[src/rtl/adcrc_pkg.sv]
package adcrc_pkg;
  // result widths
  localparam int RES_W = 12;
  localparam int BYTE_W = 8;
  localparam int HI_W = RES_W - BYTE_W;
  // result mode encoding
  typedef enum logic [1:0]
  {
    ADCRC_MODE_8 = 2'h0,
    ADCRC_MODE_10 = 2'h1,
    ADCRC_MODE_12 = 2'h2
  } adcrc_mode_t;
  // valid bits of the high byte per mode
  localparam logic [7:0] HI_MASK_10 = 8'h03;
  localparam logic [7:0] HI_MASK_12 = 8'h0F;
  localparam logic [7:0] HI_MASK_8 = 8'h00;
  localparam logic [7:0] BYTE_ZERO = 8'h00;
  localparam logic [11:0] RES_ZERO = 12'h000;
endpackage

[src/rtl/adcrc_if.sv]
`timescale 1ns/1ns
`default_nettype none
interface adcrc_if;
  // conversion complete strobe and raw result from the core
  logic done;
  logic [11:0] result;
  // byte reads from the bus side
  logic rd_hi;
  logic rd_lo;
  modport core_end (output done, output result, input rd_hi, input rd_lo);
  modport bus_end (input done, input result, output rd_hi, output rd_lo);
endinterface
`default_nettype wire

[src/rtl/adcrc_bus_end.sv]
`timescale 1ns/1ns
`default_nettype none
module adcrc_bus_end
(
  // clock and reset
  input wire logic clk,
  input wire logic rst,
  // processor side
  input wire logic [1:0] mode,
  input wire logic rd_hi_req,
  input wire logic rd_lo_req,
  output logic [7:0] rd_data,
  output logic rd_valid,
  output logic frozen,
  // link
  adcrc_if.bus_end lnk
);
  // freeze state of the coherency logic, one-hot
  typedef enum logic [1:0]
  {
    ADCRC_ST_LIVE = 2'h1,
    ADCRC_ST_FROZEN = 2'h2
  } adcrc_frz_t;

  // held result and the low byte kept for a pending pair
  logic [11:0] live_r;
  logic [11:0] live_nxt;
  logic [7:0] lo_hold_r;
  logic [7:0] lo_hold_nxt;
  // freeze state
  adcrc_frz_t st_r;
  adcrc_frz_t st_nxt;
  // read answer towards the processor
  logic [7:0] data_r;
  logic [7:0] data_nxt;
  logic vld_r;
  logic vld_nxt;
  // decoded mode and requests
  logic coh;
  logic frz;
  logic hi_take;
  logic lo_take;
  logic race;
  // byte views of the held result
  logic [7:0] hi_byte;
  logic [7:0] lo_byte;

  // high byte of a result for a mode, unused bits zero
  function automatic logic [7:0] hi_of(input logic [1:0] m,
                                       input logic [11:0] r);
    logic [7:0] raw;
    raw = adcrc_pkg::BYTE_ZERO;
    raw[adcrc_pkg::HI_W-1:0] = r[adcrc_pkg::RES_W-1:adcrc_pkg::BYTE_W];
    unique case (m)
      adcrc_pkg::ADCRC_MODE_10: hi_of = raw & adcrc_pkg::HI_MASK_10;
      adcrc_pkg::ADCRC_MODE_12: hi_of = raw & adcrc_pkg::HI_MASK_12;
      default: hi_of = adcrc_pkg::HI_MASK_8;
    endcase
  endfunction

  // true in the modes whose result spans two bytes
  function automatic logic is_two_byte(input logic [1:0] m);
    is_two_byte = (m == adcrc_pkg::ADCRC_MODE_10) ||
                  (m == adcrc_pkg::ADCRC_MODE_12);
  endfunction

  // low byte of a raw result
  function automatic logic [7:0] lo_of(input logic [11:0] r);
    lo_of = r[adcrc_pkg::BYTE_W-1:0];
  endfunction

  // request decode; a high read wins when both strobes come together
  assign coh = is_two_byte(mode);
  assign frz = (st_r == ADCRC_ST_FROZEN);
  assign hi_take = rd_hi_req;
  assign lo_take = rd_lo_req && !rd_hi_req;
  // completion landing on the cycle of the freezing high read
  assign race = lnk.done && hi_take && coh && !frz;

  // byte views; the low byte comes from the hold while frozen
  assign hi_byte = hi_of(mode, live_r);
  assign lo_byte = frz ? lo_hold_r : lo_of(live_r);

  // freeze state: set by a high read, cleared by the low read
  always_comb
  begin
    st_nxt = st_r;
    unique case (st_r)
      ADCRC_ST_LIVE:
      begin
        // high read in a two-byte mode freezes the pair
        if (hi_take && coh)
          st_nxt = ADCRC_ST_FROZEN;
      end
      ADCRC_ST_FROZEN:
      begin
        // only the low read lets the next result through
        if (lo_take)
          st_nxt = ADCRC_ST_LIVE;
      end
      default:
      begin
        // illegal code, fall back to the live state
        st_nxt = ADCRC_ST_LIVE;
      end
    endcase
    // single-byte mode never freezes
    if (!coh)
      st_nxt = ADCRC_ST_LIVE;
  end

  // register the freeze state
  always_ff @(posedge clk)
  begin
    if (rst)
      st_r <= ADCRC_ST_LIVE;
    else
      st_r <= st_nxt;
  end

  // result capture; a completion never splits a pair
  always_comb
  begin
    live_nxt = live_r;
    lo_hold_nxt = lo_hold_r;
    if (lnk.done)
    begin
      // live: the new result goes straight in
      if (!frz && !race)
        live_nxt = lnk.result;
      // releasing low read: taken for the next pair
      else if (frz && lo_take)
        live_nxt = lnk.result;
      // frozen or racing: dropped, the pair stays whole
      else
        live_nxt = live_r;
    end
    // the freezing high read keeps the low byte of the held result
    if (hi_take && coh && !frz)
      lo_hold_nxt = lo_of(live_r);
  end

  // register the held result and the kept low byte
  always_ff @(posedge clk)
  begin
    if (rst)
    begin
      live_r <= adcrc_pkg::RES_ZERO;
      lo_hold_r <= adcrc_pkg::BYTE_ZERO;
    end
    else
    begin
      live_r <= live_nxt;
      lo_hold_r <= lo_hold_nxt;
    end
  end

  // read answer: one valid pulse per taken read
  always_comb
  begin
    data_nxt = data_r;
    vld_nxt = 1'b0;
    if (hi_take)
    begin
      // single-byte mode has no high byte to return
      data_nxt = coh ? hi_byte : adcrc_pkg::BYTE_ZERO;
      vld_nxt = 1'b1;
    end
    else if (lo_take)
    begin
      // kept low byte while frozen in two-byte modes, plain byte otherwise
      data_nxt = coh ? lo_byte : lo_of(live_r);
      vld_nxt = 1'b1;
    end
  end

  // register the read answer
  always_ff @(posedge clk)
  begin
    if (rst)
    begin
      data_r <= adcrc_pkg::BYTE_ZERO;
      vld_r <= 1'b0;
    end
    else
    begin
      data_r <= data_nxt;
      vld_r <= vld_nxt;
    end
  end

  // read strobes to the link mirror processor reads
  assign lnk.rd_hi = rd_hi_req;
  assign lnk.rd_lo = rd_lo_req;
  // outputs from the registers
  assign rd_data = data_r;
  assign rd_valid = vld_r;
  assign frozen = frz;
endmodule
`default_nettype wire

[src/flat_wrapper.sv]
// flat-port wrapper written by rule: the top's interface ports become plain ports
module adcrc_bus_end_flat 
  (clk, rst, mode, rd_hi_req, rd_lo_req, rd_data, rd_valid, frozen, lnk_done, lnk_result, lnk_rd_hi, lnk_rd_lo);
  adcrc_if lnk_i ();
  input wire logic clk;
  input wire logic rst;
  input wire logic [1:0] mode;
  input wire logic rd_hi_req;
  input wire logic rd_lo_req;
  output logic [7:0] rd_data;
  output logic rd_valid;
  output logic frozen;
  input wire logic [$bits(lnk_i.done)-1:0] lnk_done;
  input wire logic [$bits(lnk_i.result)-1:0] lnk_result;
  output wire logic [$bits(lnk_i.rd_hi)-1:0] lnk_rd_hi;
  output wire logic [$bits(lnk_i.rd_lo)-1:0] lnk_rd_lo;
  assign lnk_i.done = lnk_done;
  assign lnk_i.result = lnk_result;
  assign lnk_rd_hi = lnk_i.rd_hi;
  assign lnk_rd_lo = lnk_i.rd_lo;
  adcrc_bus_end u_core (.clk(clk), .rst(rst), .mode(mode), .rd_hi_req(rd_hi_req), .rd_lo_req(rd_lo_req), .rd_data(rd_data), .rd_valid(rd_valid), .frozen(frozen), .lnk(lnk_i));
endmodule
[config.mk]
export PLATFORM = sky130hd
export DESIGN_NAME = adcrc_bus_end_flat
export DESIGN_NICKNAME = d
export VERILOG_FILES = /design/src/rtl/adcrc_pkg.sv /design/src/rtl/adcrc_if.sv /design/src/rtl/adcrc_bus_end.sv /design/src/flat_wrapper.sv
export SDC_FILE = /design/constraint.sdc
export NUM_CORES = 1
export LEC_CHECK = 0
export BUFFER_PORTS_ARGS = -buffer_cell sky130_fd_sc_hd__buf_4
export CAP_MARGIN = 20
export CORE_MARGIN = 2
export CORE_UTILIZATION = 52
export CTS_BUF_LIST = sky130_fd_sc_hd__clkbuf_16
export CTS_CLUSTER_SIZE = 20
export DETAILED_ROUTE_END_ITERATION = 10
export GPL_TIMING_DRIVEN = 0
export PLACE_DENSITY = 0.79
export SLEW_MARGIN = 5
export SYNTH_ARGS = -nofsm -noshare
export SYNTH_HDL_FRONTEND = slang
export SYNTH_SLANG_ARGS = --single-unit
[constraint.sdc]
create_clock -name clk -period 2.34 [get_ports clk]
set_input_delay 0.702 -clock clk [delete_from_list [all_inputs] [get_ports clk]]
set_output_delay 0.702 -clock clk [all_outputs]
set_load 0.05 [all_outputs]
# After elaboration in Yosys (flattened, before gate mapping)
# Index checks and enable logic that the tools add are counted.
# totals
ff_bits	31
# classes
n_mux	13
reduce_logical	17
n_eq_ne	6
bitwise_logic	1
# ops
op	count
2-to-1 mux 8 bit	4
2-to-1 mux 12 bit	2
logical AND 1 bit	8
case mux 4 bit (2 select lines)	1
== test 2 x 1 -> 1 bit, second input constant	2
== test 2 bit, second input constant	2
2-to-1 mux 2 bit	2
2-to-1 mux 4 bit	1
case mux 2 bit (2 select lines)	1
AND reduction 2 bit	2
nonzero test 2 bit	2
zero test 1 bit	3
2-to-1 mux 1 bit	2
inequality test 2 x 1 -> 1 bit, second input constant	1
inequality test 2 bit, second input constant	1
OR reduction 2 bit	1
logical OR 1 bit	1
inverter 1 bit	1

# Longest topological paths before layout
# Gate-level depths: netlist (run 1).
# logic_depth
depth_word	8
ltp_mapped	7
ltp_nobuf	6

# Least setup slack after synthesis (run 1)
# OpenSTA, ideal clock, no wires.
# synth_timing
path_type	input to register
startpoint	in mode[0]
endpoint	reg u_core.data_r[2] (netlist: u_core.rd_data[2])
setup_time_ns	0.091
arrival_time_ns	1.840
required_ns	2.249
slack_ns	0.409
stages	7
cell_sequence	inv_1 > ha_1 > nor3b_2 > buf_6 > mux2i_1 > or2_0 > a311oi_1
# synth_via
elab_chain_len	5
word_cells_on_any_way	8
cone_classes	eq/ne: 2; mux: 5; reduce/logical: 1
# synth_rtl
item	line_no	source
from (decl)	flat_wrapper.sv:7	input wire logic [1:0] mode;
== test 2 x 1 -> 1 bit / == test 2 bit (equally long branches)	adcrc_bus_end.sv:54, adcrc_bus_end.sv:63, adcrc_bus_end.sv:64	
logical OR 1 bit	adcrc_bus_end.sv:63	is_two_byte = (m == adcrc_pkg::ADCRC_MODE_10) ||
2-to-1 mux 8 bit	adcrc_bus_end.sv:172	data_nxt = coh ? lo_byte : lo_of(live_r);
2-to-1 mux 8 bit	adcrc_bus_end.sv:169	else if (lo_take)
2-to-1 mux 8 bit (*)	adcrc_bus_end.sv:163	if (hi_take)
to (signal assigned)	adcrc_bus_end.sv:182	data_r <= adcrc_pkg::BYTE_ZERO;
to (signal assigned)	adcrc_bus_end.sv:187	data_r <= data_nxt;
to (decl)	adcrc_bus_end.sv:34	logic [7:0] data_r;
# Mark *: on every way between the ends. The rest lies on a longest branch, timed or not. The select of a mux whose other input is x is not followed.
# A chain may end at the register's enable or synchronous reset.

# Final worst setup path (run 1)
# layout_timing
startpoint	in mode[0]
endpoint	reg u_core.live_r[2]
# layout_via
elab_chain_len	8
word_cells_on_any_way	10
cone_classes	eq/ne: 2; mux: 1; reduce/logical: 7
# layout_rtl
item	line_no	source
== test 2 x 1 -> 1 bit / == test 2 bit (equally long branches)	adcrc_bus_end.sv:63, adcrc_bus_end.sv:64	
logical OR 1 bit (*)	adcrc_bus_end.sv:63	
logical AND 1 bit (*) (2 in a row)	adcrc_bus_end.sv:78	assign race = lnk.done && hi_take && coh && !frz;
zero test 1 bit (*)	adcrc_bus_end.sv:129	if (!frz && !race)
logical AND 1 bit (*)	adcrc_bus_end.sv:129	
nonzero test 2 bit (no line)	-	
AND reduction 2 bit (no line)	-	
to (signal assigned)	adcrc_bus_end.sv:148	live_r <= adcrc_pkg::RES_ZERO;
to (signal assigned)	adcrc_bus_end.sv:153	live_r <= live_nxt;
to (decl)	adcrc_bus_end.sv:26	logic [11:0] live_r;
# Mark *: on every way between the ends. The rest lies on a longest branch, timed or not.

==> results.txt, run 1 <==
For met1 alone, demand over resource in global routing was 24.6%. For this run the aggregate overflow at the end of global routing stands at 0. The pin count of the biggest net entering global routing came out at 12.

The congestion estimate from routability-driven global placement came to 0.791. Number of synthesis warnings: 0. TritonCTS built the clock tree. The detail route stage leaves a number of antenna-violating nets equal to 0.

For the worst setup slack for register-to-register paths, the log shows 0.85 ns. The core region is 2500 sq um. Initial cell density of the core: 55.7%. Buffers placed on the I/O ports in this run total 30. Cells with a size suffix above 1 make up 27.7% of the layout.

The floorplan has 18 rows. The worst-case IR drop observed on VDD is 648 uV. The number of nets handed over by synthesis was 167.

The count of flip-flops with a built-in enable after synthesis is 0. The run gives 5010 um as the first-pass GRT wire length. The number of I/O pins was 31; the synthesized-area fraction occupied by ao, oa, aoi and oai cells was 10.8%. The arithmetic-cell share of the synthesized area counting full adders, half adders and majority gates was 1.80%. The leakage power was 0.000745 uW. The initial detailed-routing violation count was 16; the sequential power share was 41.8%. Multiplexer cells account for 11.5% of the synthesized area.

Setup repair after global routing left no endpoint under its margin. The actual transition at the worst max-transition pin is 0.425 ns, and the headroom to the max-slew limit is 71.6%. Summed over all nets, the half-perimeter wirelength after detailed placement is 2240 um. The internal power of the cells totals 1020 uW. The cell area that synthesis handed to floorplanning was 1390 sq um.

Each instance of the synthesized netlist takes up on average 9.54 sq um. The register bit total from synthesis came out at 31. Synthesis produced 146 cells. For the area of placed instances, the log shows 1660 sq um. The tools report the number of antenna violations at the first check in global routing as 0. Before antenna repair, the detailed router went through 4 iterations.

In this run the post-CTS setup repair buffer count came out at 0. The final critical path time including I/O delays and setup came out at 1.92 ns. The clock root buffer is clkbuf_16. The net count of the finished layout is 204. In this run the most critical hold path is launched from u_core.rd_data[7]$_SDFFE_PP0P_. Sequential cells were found to cover 44.6% of the synthesized design area. For the worst setup path, the data arrival time is 2.08 ns. The synthesized design spends more area on one cell type than any other, namely dfxtp_1. Of the total synthesized cell area, the portion taken by XOR and XNOR cells is 0%.

The number of hold violations in the final report was 0. The routed length per instance is 14.1 um. The analysis attributes to net switching a power of 349 uW. The accumulated negative setup slack came out at 0 ns. The number of antenna cells inserted was 0; the final worst hold slack was 0.455 ns.

Final-report max-slew violation count: 0. The height of the die was 55.8 um; the worst clock skew was 0.00441 ns. The run finished with clean final reports. After layout, the worst path uses 82.3% of the clock period. The netlist uses 28 different library cells.

The maximum count of clock buffers along a single path is 2, and the total wire length after detailed routing is 3010 um. The H-tree was split into 2 levels. The clock latency at the later pin of the worst-skew pair is 0.28 ns.

Summing the areas of all and, or, nand and nor instances in the mapped netlist gives 25.4% of the synthesized area. The beginning of the worst register-to-register path was u_core.st_r[0]$_SDFFE_PP1P_. Leaving out fill and tap cells, the most frequent cell in the layout is buf_4. The library cells used most frequently in the layout, excluding fill and tap cells, are buf_4, dfxtp_1, mux2i_1. The fraction of synthesis flops using an asynchronous set or reset pin came out at 0%. The run gives 31 as the clock sink count. The run gives 520 MHz as the achievable frequency. The synthesized design devotes to its leading area cell type 44.6% of total area.

The die covers 3110 sq um. The run gives 5 as the number of buffers created by CTS. The switching portion of total power is 25.5%, and the number of max-capacitance violations reported is 0.

The path category of the worst min-delay check was reg2reg. Global routing used 20.8% of the available tracks. The combinational share of power came out at 12.5%. Worst setup path startpoint: mode[0]. The run gives 4.88% as the met3 global-route usage. The tools report the critical path capture point type as a flip-flop.

Ranked by total cell area, the synthesized netlist is headed by dfxtp_1, mux2i_1, nand4b_1. The nature of the critical path startpoint is an input port. Largest family of logic cells by synthesized area: simple AND/OR/NAND/NOR gates.

In this run the power density over the cells is 762 nW/um^2. The share of total power dissipated in the clock network is 45.7%. The count of instances resized after the clock tree is built is 0.

The largest fanout of any net on the critical path was 10. The tools report the remaining routing DRC violations as 0. Relative to the synthesized area, the layout overhead comes to 29.3%.

For the routing usage on met2, the log shows 34.7%. The number of hold buffers added after CTS was 0. Most common flop cell mapped by yosys: dfxtp_1. The final standard cell area without fillers was 1800 sq um; the via count of the first global-routing pass was 1123. The total via count in the routed design came out at 1155. Setup violations remaining at the end of the flow were counted as 0. After global routing, the most crowded layer is met2. The die outline width came out at 55.8 um.

The via-per-instance ratio works out to 5.40. The setup path with the least slack is of type in2reg. Clock input transition at the sequential cells of the worst setup and hold paths: 0.05 ns.

The run gives 2.50 ns as the data required time of the worst path.
## per-layer routing
layer / vias up / wire, um
met5: - / 0
met4: 0 / 69
met3: 8 / 152
met2: 32 / 1390
met1: 532 / 1400
li1: 583 / -
## final timing paths
kind,endpoint,cells past startpoint
min reg2reg,u_core.rd_data[7]$_SDFFE_PP0P_,2
max reg2reg,u_core.live_r[2]$_SDFFE_PP0P_,5
min,u_core.rd_data[7]$_SDFFE_PP0P_,2
max,u_core.live_r[2]$_SDFFE_PP0P_,8
## worst max-delay path, stage by stage
cell     delay [ns]
buf_4          0.08
inv_1          0.04
ha_1           0.32
and2b_4        0.23
o21ai_2        0.18
and2_1         0.19
buf_2          0.20
o21ai_0        0.12
## cells in the mapped netlist (3+ instances only)
master and count:
mux2i_1 16, o21ai_0 15, inv_1 3, dfxtp_1 31, nand4b_1 12, nand2b_1 14, nand2_1 5, nor2_1 13
clkbuf_1 5, nor3_1 3, buf_2 3
## power by group through the flow
stage | sequential, uW | clock [uW] | combinational, uW
2_1_floorplan | 599 | 0 | 92.5
3_3_place_gp | 581 | 0 | 166
3_5_place_dp | 583 | 0 | 171
4_1_cts | 573 | 630 | 172
5_1_grt | 576 | 653 | 186
6_report | 573 | 627 | 172
## per-stage QoR
| stage | utilization, % | instances | worst slack, ns | power, uW |
|---|---|---|---|---|
| after floorplan | - | 146 | 0.409 | 691 |
| after global placement | 66.2 | 206 | 0.219 | 747 |
| after detailed placement | 66.2 | 206 | 0.111 | 755 |
| after CTS | 72.0 | 214 | 0.406 | 1380 |
| after global routing | 72.0 | 214 | 0.327 | 1420 |
| final | 72.0 | 214 | 0.415 | 1370 |
## cell families after synthesis
family | count (synthesis)
AOI/OAI and AO/OA | 24
muxes | 16
and+or+nand+nor | 58
buffers and inverters | 15
DFF | 31
adders and majority gates | 2
## final cells by class
type,count,area (sq um)
plain buffers,12,71.3
clock buffers,5,125
clock inverters,3,20.0
fillers,197,699
inverters,3,11.3
multi-input cells,100,689
flip-flops and latches,31,621
well taps,30,37.5
repair buffers,30,225
## registers in the layout (all words and copies together) (netlist names)
register,cells
u_core.live_r,12
u_core.lo_hold_r,8
u_core.rd_data,8
u_core.rd_valid,1
u_core.st_r,2
Power figures use the tool's default switching activity.
==> run 2: changes to the inputs <==
clock period = 1.85 ns   (was 2.34 ns; I/O delays follow)
==> run 2 against run 1 <==
Flip-flop and latch count is the same. Combinational power grew 27%. Register-to-register slack lost 0.48 ns. Routed wire length grew 0.93%. Largest power group unchanged. Design area grew 1.4%. Clock power grew 26%. Worst setup slack lost 0.33 ns. Via count shrank 0.52%. Global-route usage is the same. Hold slack gained 0.0012 ns. First-iteration DRC count grew 56%. Highest routed layer unchanged.
==> results.txt, run 2 (same netlist as run 1, synthesis figures left out) <==
The run finished with clean final reports. The headroom to the max-slew limit came out at 71.5% (-0.17 points). The data arrival at the endpoint of the critical path was 1.96 ns (-0.12 ns); the final-report max-slew violation count was 0 (unchanged). For the number of nets with antenna violations after routing, the log shows 0 (unchanged). The critical path goes through buf_4 -> inv_1 -> ha_1 -> and2b_4 -> o21ai_2 -> and2_1 -> clkbuf_4 -> o21ai_0. The leakage power came out at 0.000762 uW (+2.2%). The row count was 18 (unchanged); the setup-violating endpoint count in the final report was 0 (unchanged).

The routed length per instance came out at 14.0 um (-0.47%). For the finished layout, the period the worst path requires is 1.77 ns. The slowest stage of the critical path belongs to the cell ha_1.

For the total congestion overflow after global routing, the log shows 0 (unchanged). The core area is 2500 sq um (unchanged). The final clock period utilization by the worst path is 95.6%, and the total routing usage reported by global routing is 20.8% (unchanged).

The total via count in the routed design is 1149 (-0.52%), and the total buffers and inverters traversed by the critical path is 3 (unchanged). Setup repair after global routing left no endpoint under its margin. The area growth from synthesis to layout is 31.1%.

The first-pass GRT wire length was 5010 um (unchanged). In the layout the commonest cells are buf_4, dfxtp_1, mux2i_1. The number of search-and-repair iterations in the first detailed-routing pass was 4 (unchanged); the via-per-instance ratio was 5.29 (-1.9%). Static timing analysis puts the maximum clock frequency at 565 MHz. Clock tree synthesis selected as its root buffer the cell clkbuf_16. The level count of the clock H-tree came out at 2 (unchanged). The largest fanout of any net on the critical path works out to 10 (unchanged).

The critical path is of the in2reg type. The initial detailed-routing violation count came out at 25 (+9). The number of flip-flops in the largest register works out to 12 (unchanged). The remaining routing DRC violations was 0 (unchanged).

The tools report the pin count of the biggest net entering global routing as 12 (unchanged). TritonCTS built the clock tree. The floorplan die area came out at 3110 sq um (unchanged). Data required time of the worst path: 2.05 ns (-0.45 ns). For the final net count, the log shows 207 (+1.5%).

The height of the die is 55.8 um (unchanged). The highest cell delay on the worst timing path is 0.33 ns (about the same), and the clock latency at the later pin of the worst-skew pair is 0.28 ns (about the same). The largest register by flop count is u_core.live_r.

Power density over the cells: 950 nW/um^2 (+25%). The logs give 31 (unchanged) for the number of I/O pins and 31 (unchanged) for the clock sink count. The initial cell density of the core is 55.7% (unchanged).

Family with the most delay on the worst path: simple AND/OR/NAND/NOR gates. The tools report the via count of the first global-routing pass as 1123 (unchanged). The die outline width was 55.8 um (unchanged); the maximum count of clock buffers along a single path was 2 (unchanged). The tools report the final weighted congestion of routability-driven global placement as 0.791 (unchanged). The total wire length after detailed routing is 3040 um (+0.93%), and the final design utilization is 73.0% (+1.0 points). The most frequent standard cell in the layout excluding fill and tap cells is buf_4.

The worst hold path belongs to the class reg2reg. The number of buffers inserted by port buffering works out to 30 (unchanged). Overall power consumption: 1730 uW (+26%). The run gives 195 (-1.0%) as the layout filler cell count. The number of antenna cells inserted is 0 (unchanged). For the number of hold violations in the final report, the log shows 0 (unchanged). The actual transition at the worst max-transition pin was 0.428 ns (+0.00253 ns). The share of layout cells above drive strength 1 is 28.9% (+1.2 points), and the combined area of the multi-input logic cells is 689 sq um (unchanged). The tools report the worst clock skew as 0.00412 ns (-0.000287 ns). The run gives 2240 um (unchanged) as the post-DP HPWL. The tools report the critical path capture point type as a flip-flop.

The tools report the number of antenna violations at the first check in global routing as 0 (unchanged). The number of max-capacitance violations reported came out at 0 (unchanged). The clock input transition at the sequential cells of the worst setup and hold paths was 0.05 ns (about the same); the final worst hold slack was 0.456 ns (+0.00122 ns). For the flip-flop and latch area, the log shows 621 sq um (unchanged). The peak supply drop was 815 uV (+26%). The nature of the critical path startpoint is an input port.

Number of buffers created by CTS: 5 (unchanged).
[run 2: cell types whose count changed in the layout (fill, tap and decap cells not counted)]
cell	previous run	this run
clkbuf_4	0	1
buf_4	32	35
buf_2	3	2
[run 2: power breakdown]
part	internal, uW	leakage [uW]	total (uW)	switching [uW]
Clock	494	0.0000658	790	296
Sequential	702	0.000253	725	23.2
Combinational	99.2	0.000442	219	120
Total	1300	0.000762	1730	439
[run 2: layout make-up]
type                       count  area share (%)
timing repair buffer          33            13.6
clock inverter                 3            1.10
clock buffer                   5            6.85
tap                           30            2.06
inverter                       3           0.617
multi-input combinational    100            37.8
sequential                    31            34.0
buffer                        12            4.04
[run 2: what timing repair did]
action / CTS / global route
buffers inserted: 0 / 3
hold buffers: 0 / 0
endpoints found under the setup margin: 0 / 3
resized for setup: 0 / 1
[run 2: path summary, 6_finish.rpt]
check	startpoint	endpoint	slack, ns	cells past startpoint
worst max-delay path	mode[0]	u_core.live_r[2]$_SDFFE_PP0P_	0.08	8
worst min-delay path	u_core.rd_data[7]$_SDFFE_PP0P_	u_core.rd_data[7]$_SDFFE_PP0P_	0.46	2
worst max register to register	u_core.st_r[0]$_SDFFE_PP1P_	u_core.live_r[2]$_SDFFE_PP0P_	0.37	5
worst min register to register	u_core.rd_data[7]$_SDFFE_PP0P_	u_core.rd_data[7]$_SDFFE_PP0P_	0.46	2
[run 2: per-stage QoR]
| stage | cell area [sq um] | cells | TNS, ns | worst slack, ns |
|---|---|---|---|---|
| after floorplan | 1390 | 146 | 0 | 0.0664 |
| after global placement | 1660 | 206 | -1.60 | -0.124 |
| after detailed placement | 1660 | 206 | -3.41 | -0.232 |
| after CTS | 1800 | 214 | 0 | 0.0625 |
| after global routing | 1830 | 217 | 0 | 0.00785 |
| final | 1830 | 217 | 0 | 0.0813 |
[run 2: per-layer routing]
metal  part of all wire (%)  vias up  global-route usage [%]  routed length, um
li1                       -      586                       -                  -
met1                     46      523                    24.6               1400
met5                      0        -                       0                  0
met3                    4.9        8                    4.88                150
met4                    2.3        0                    11.5                 70
met2                     47       32                    34.7               1430
[run 2: tightest hold or removal path: cells and delay by family, from the launching register on]
family,cells,cell delay (ns)
AOI/OAI and AO/OA,1,0.06
DFF,1,0.32
and+or+nand+nor,1,0.04
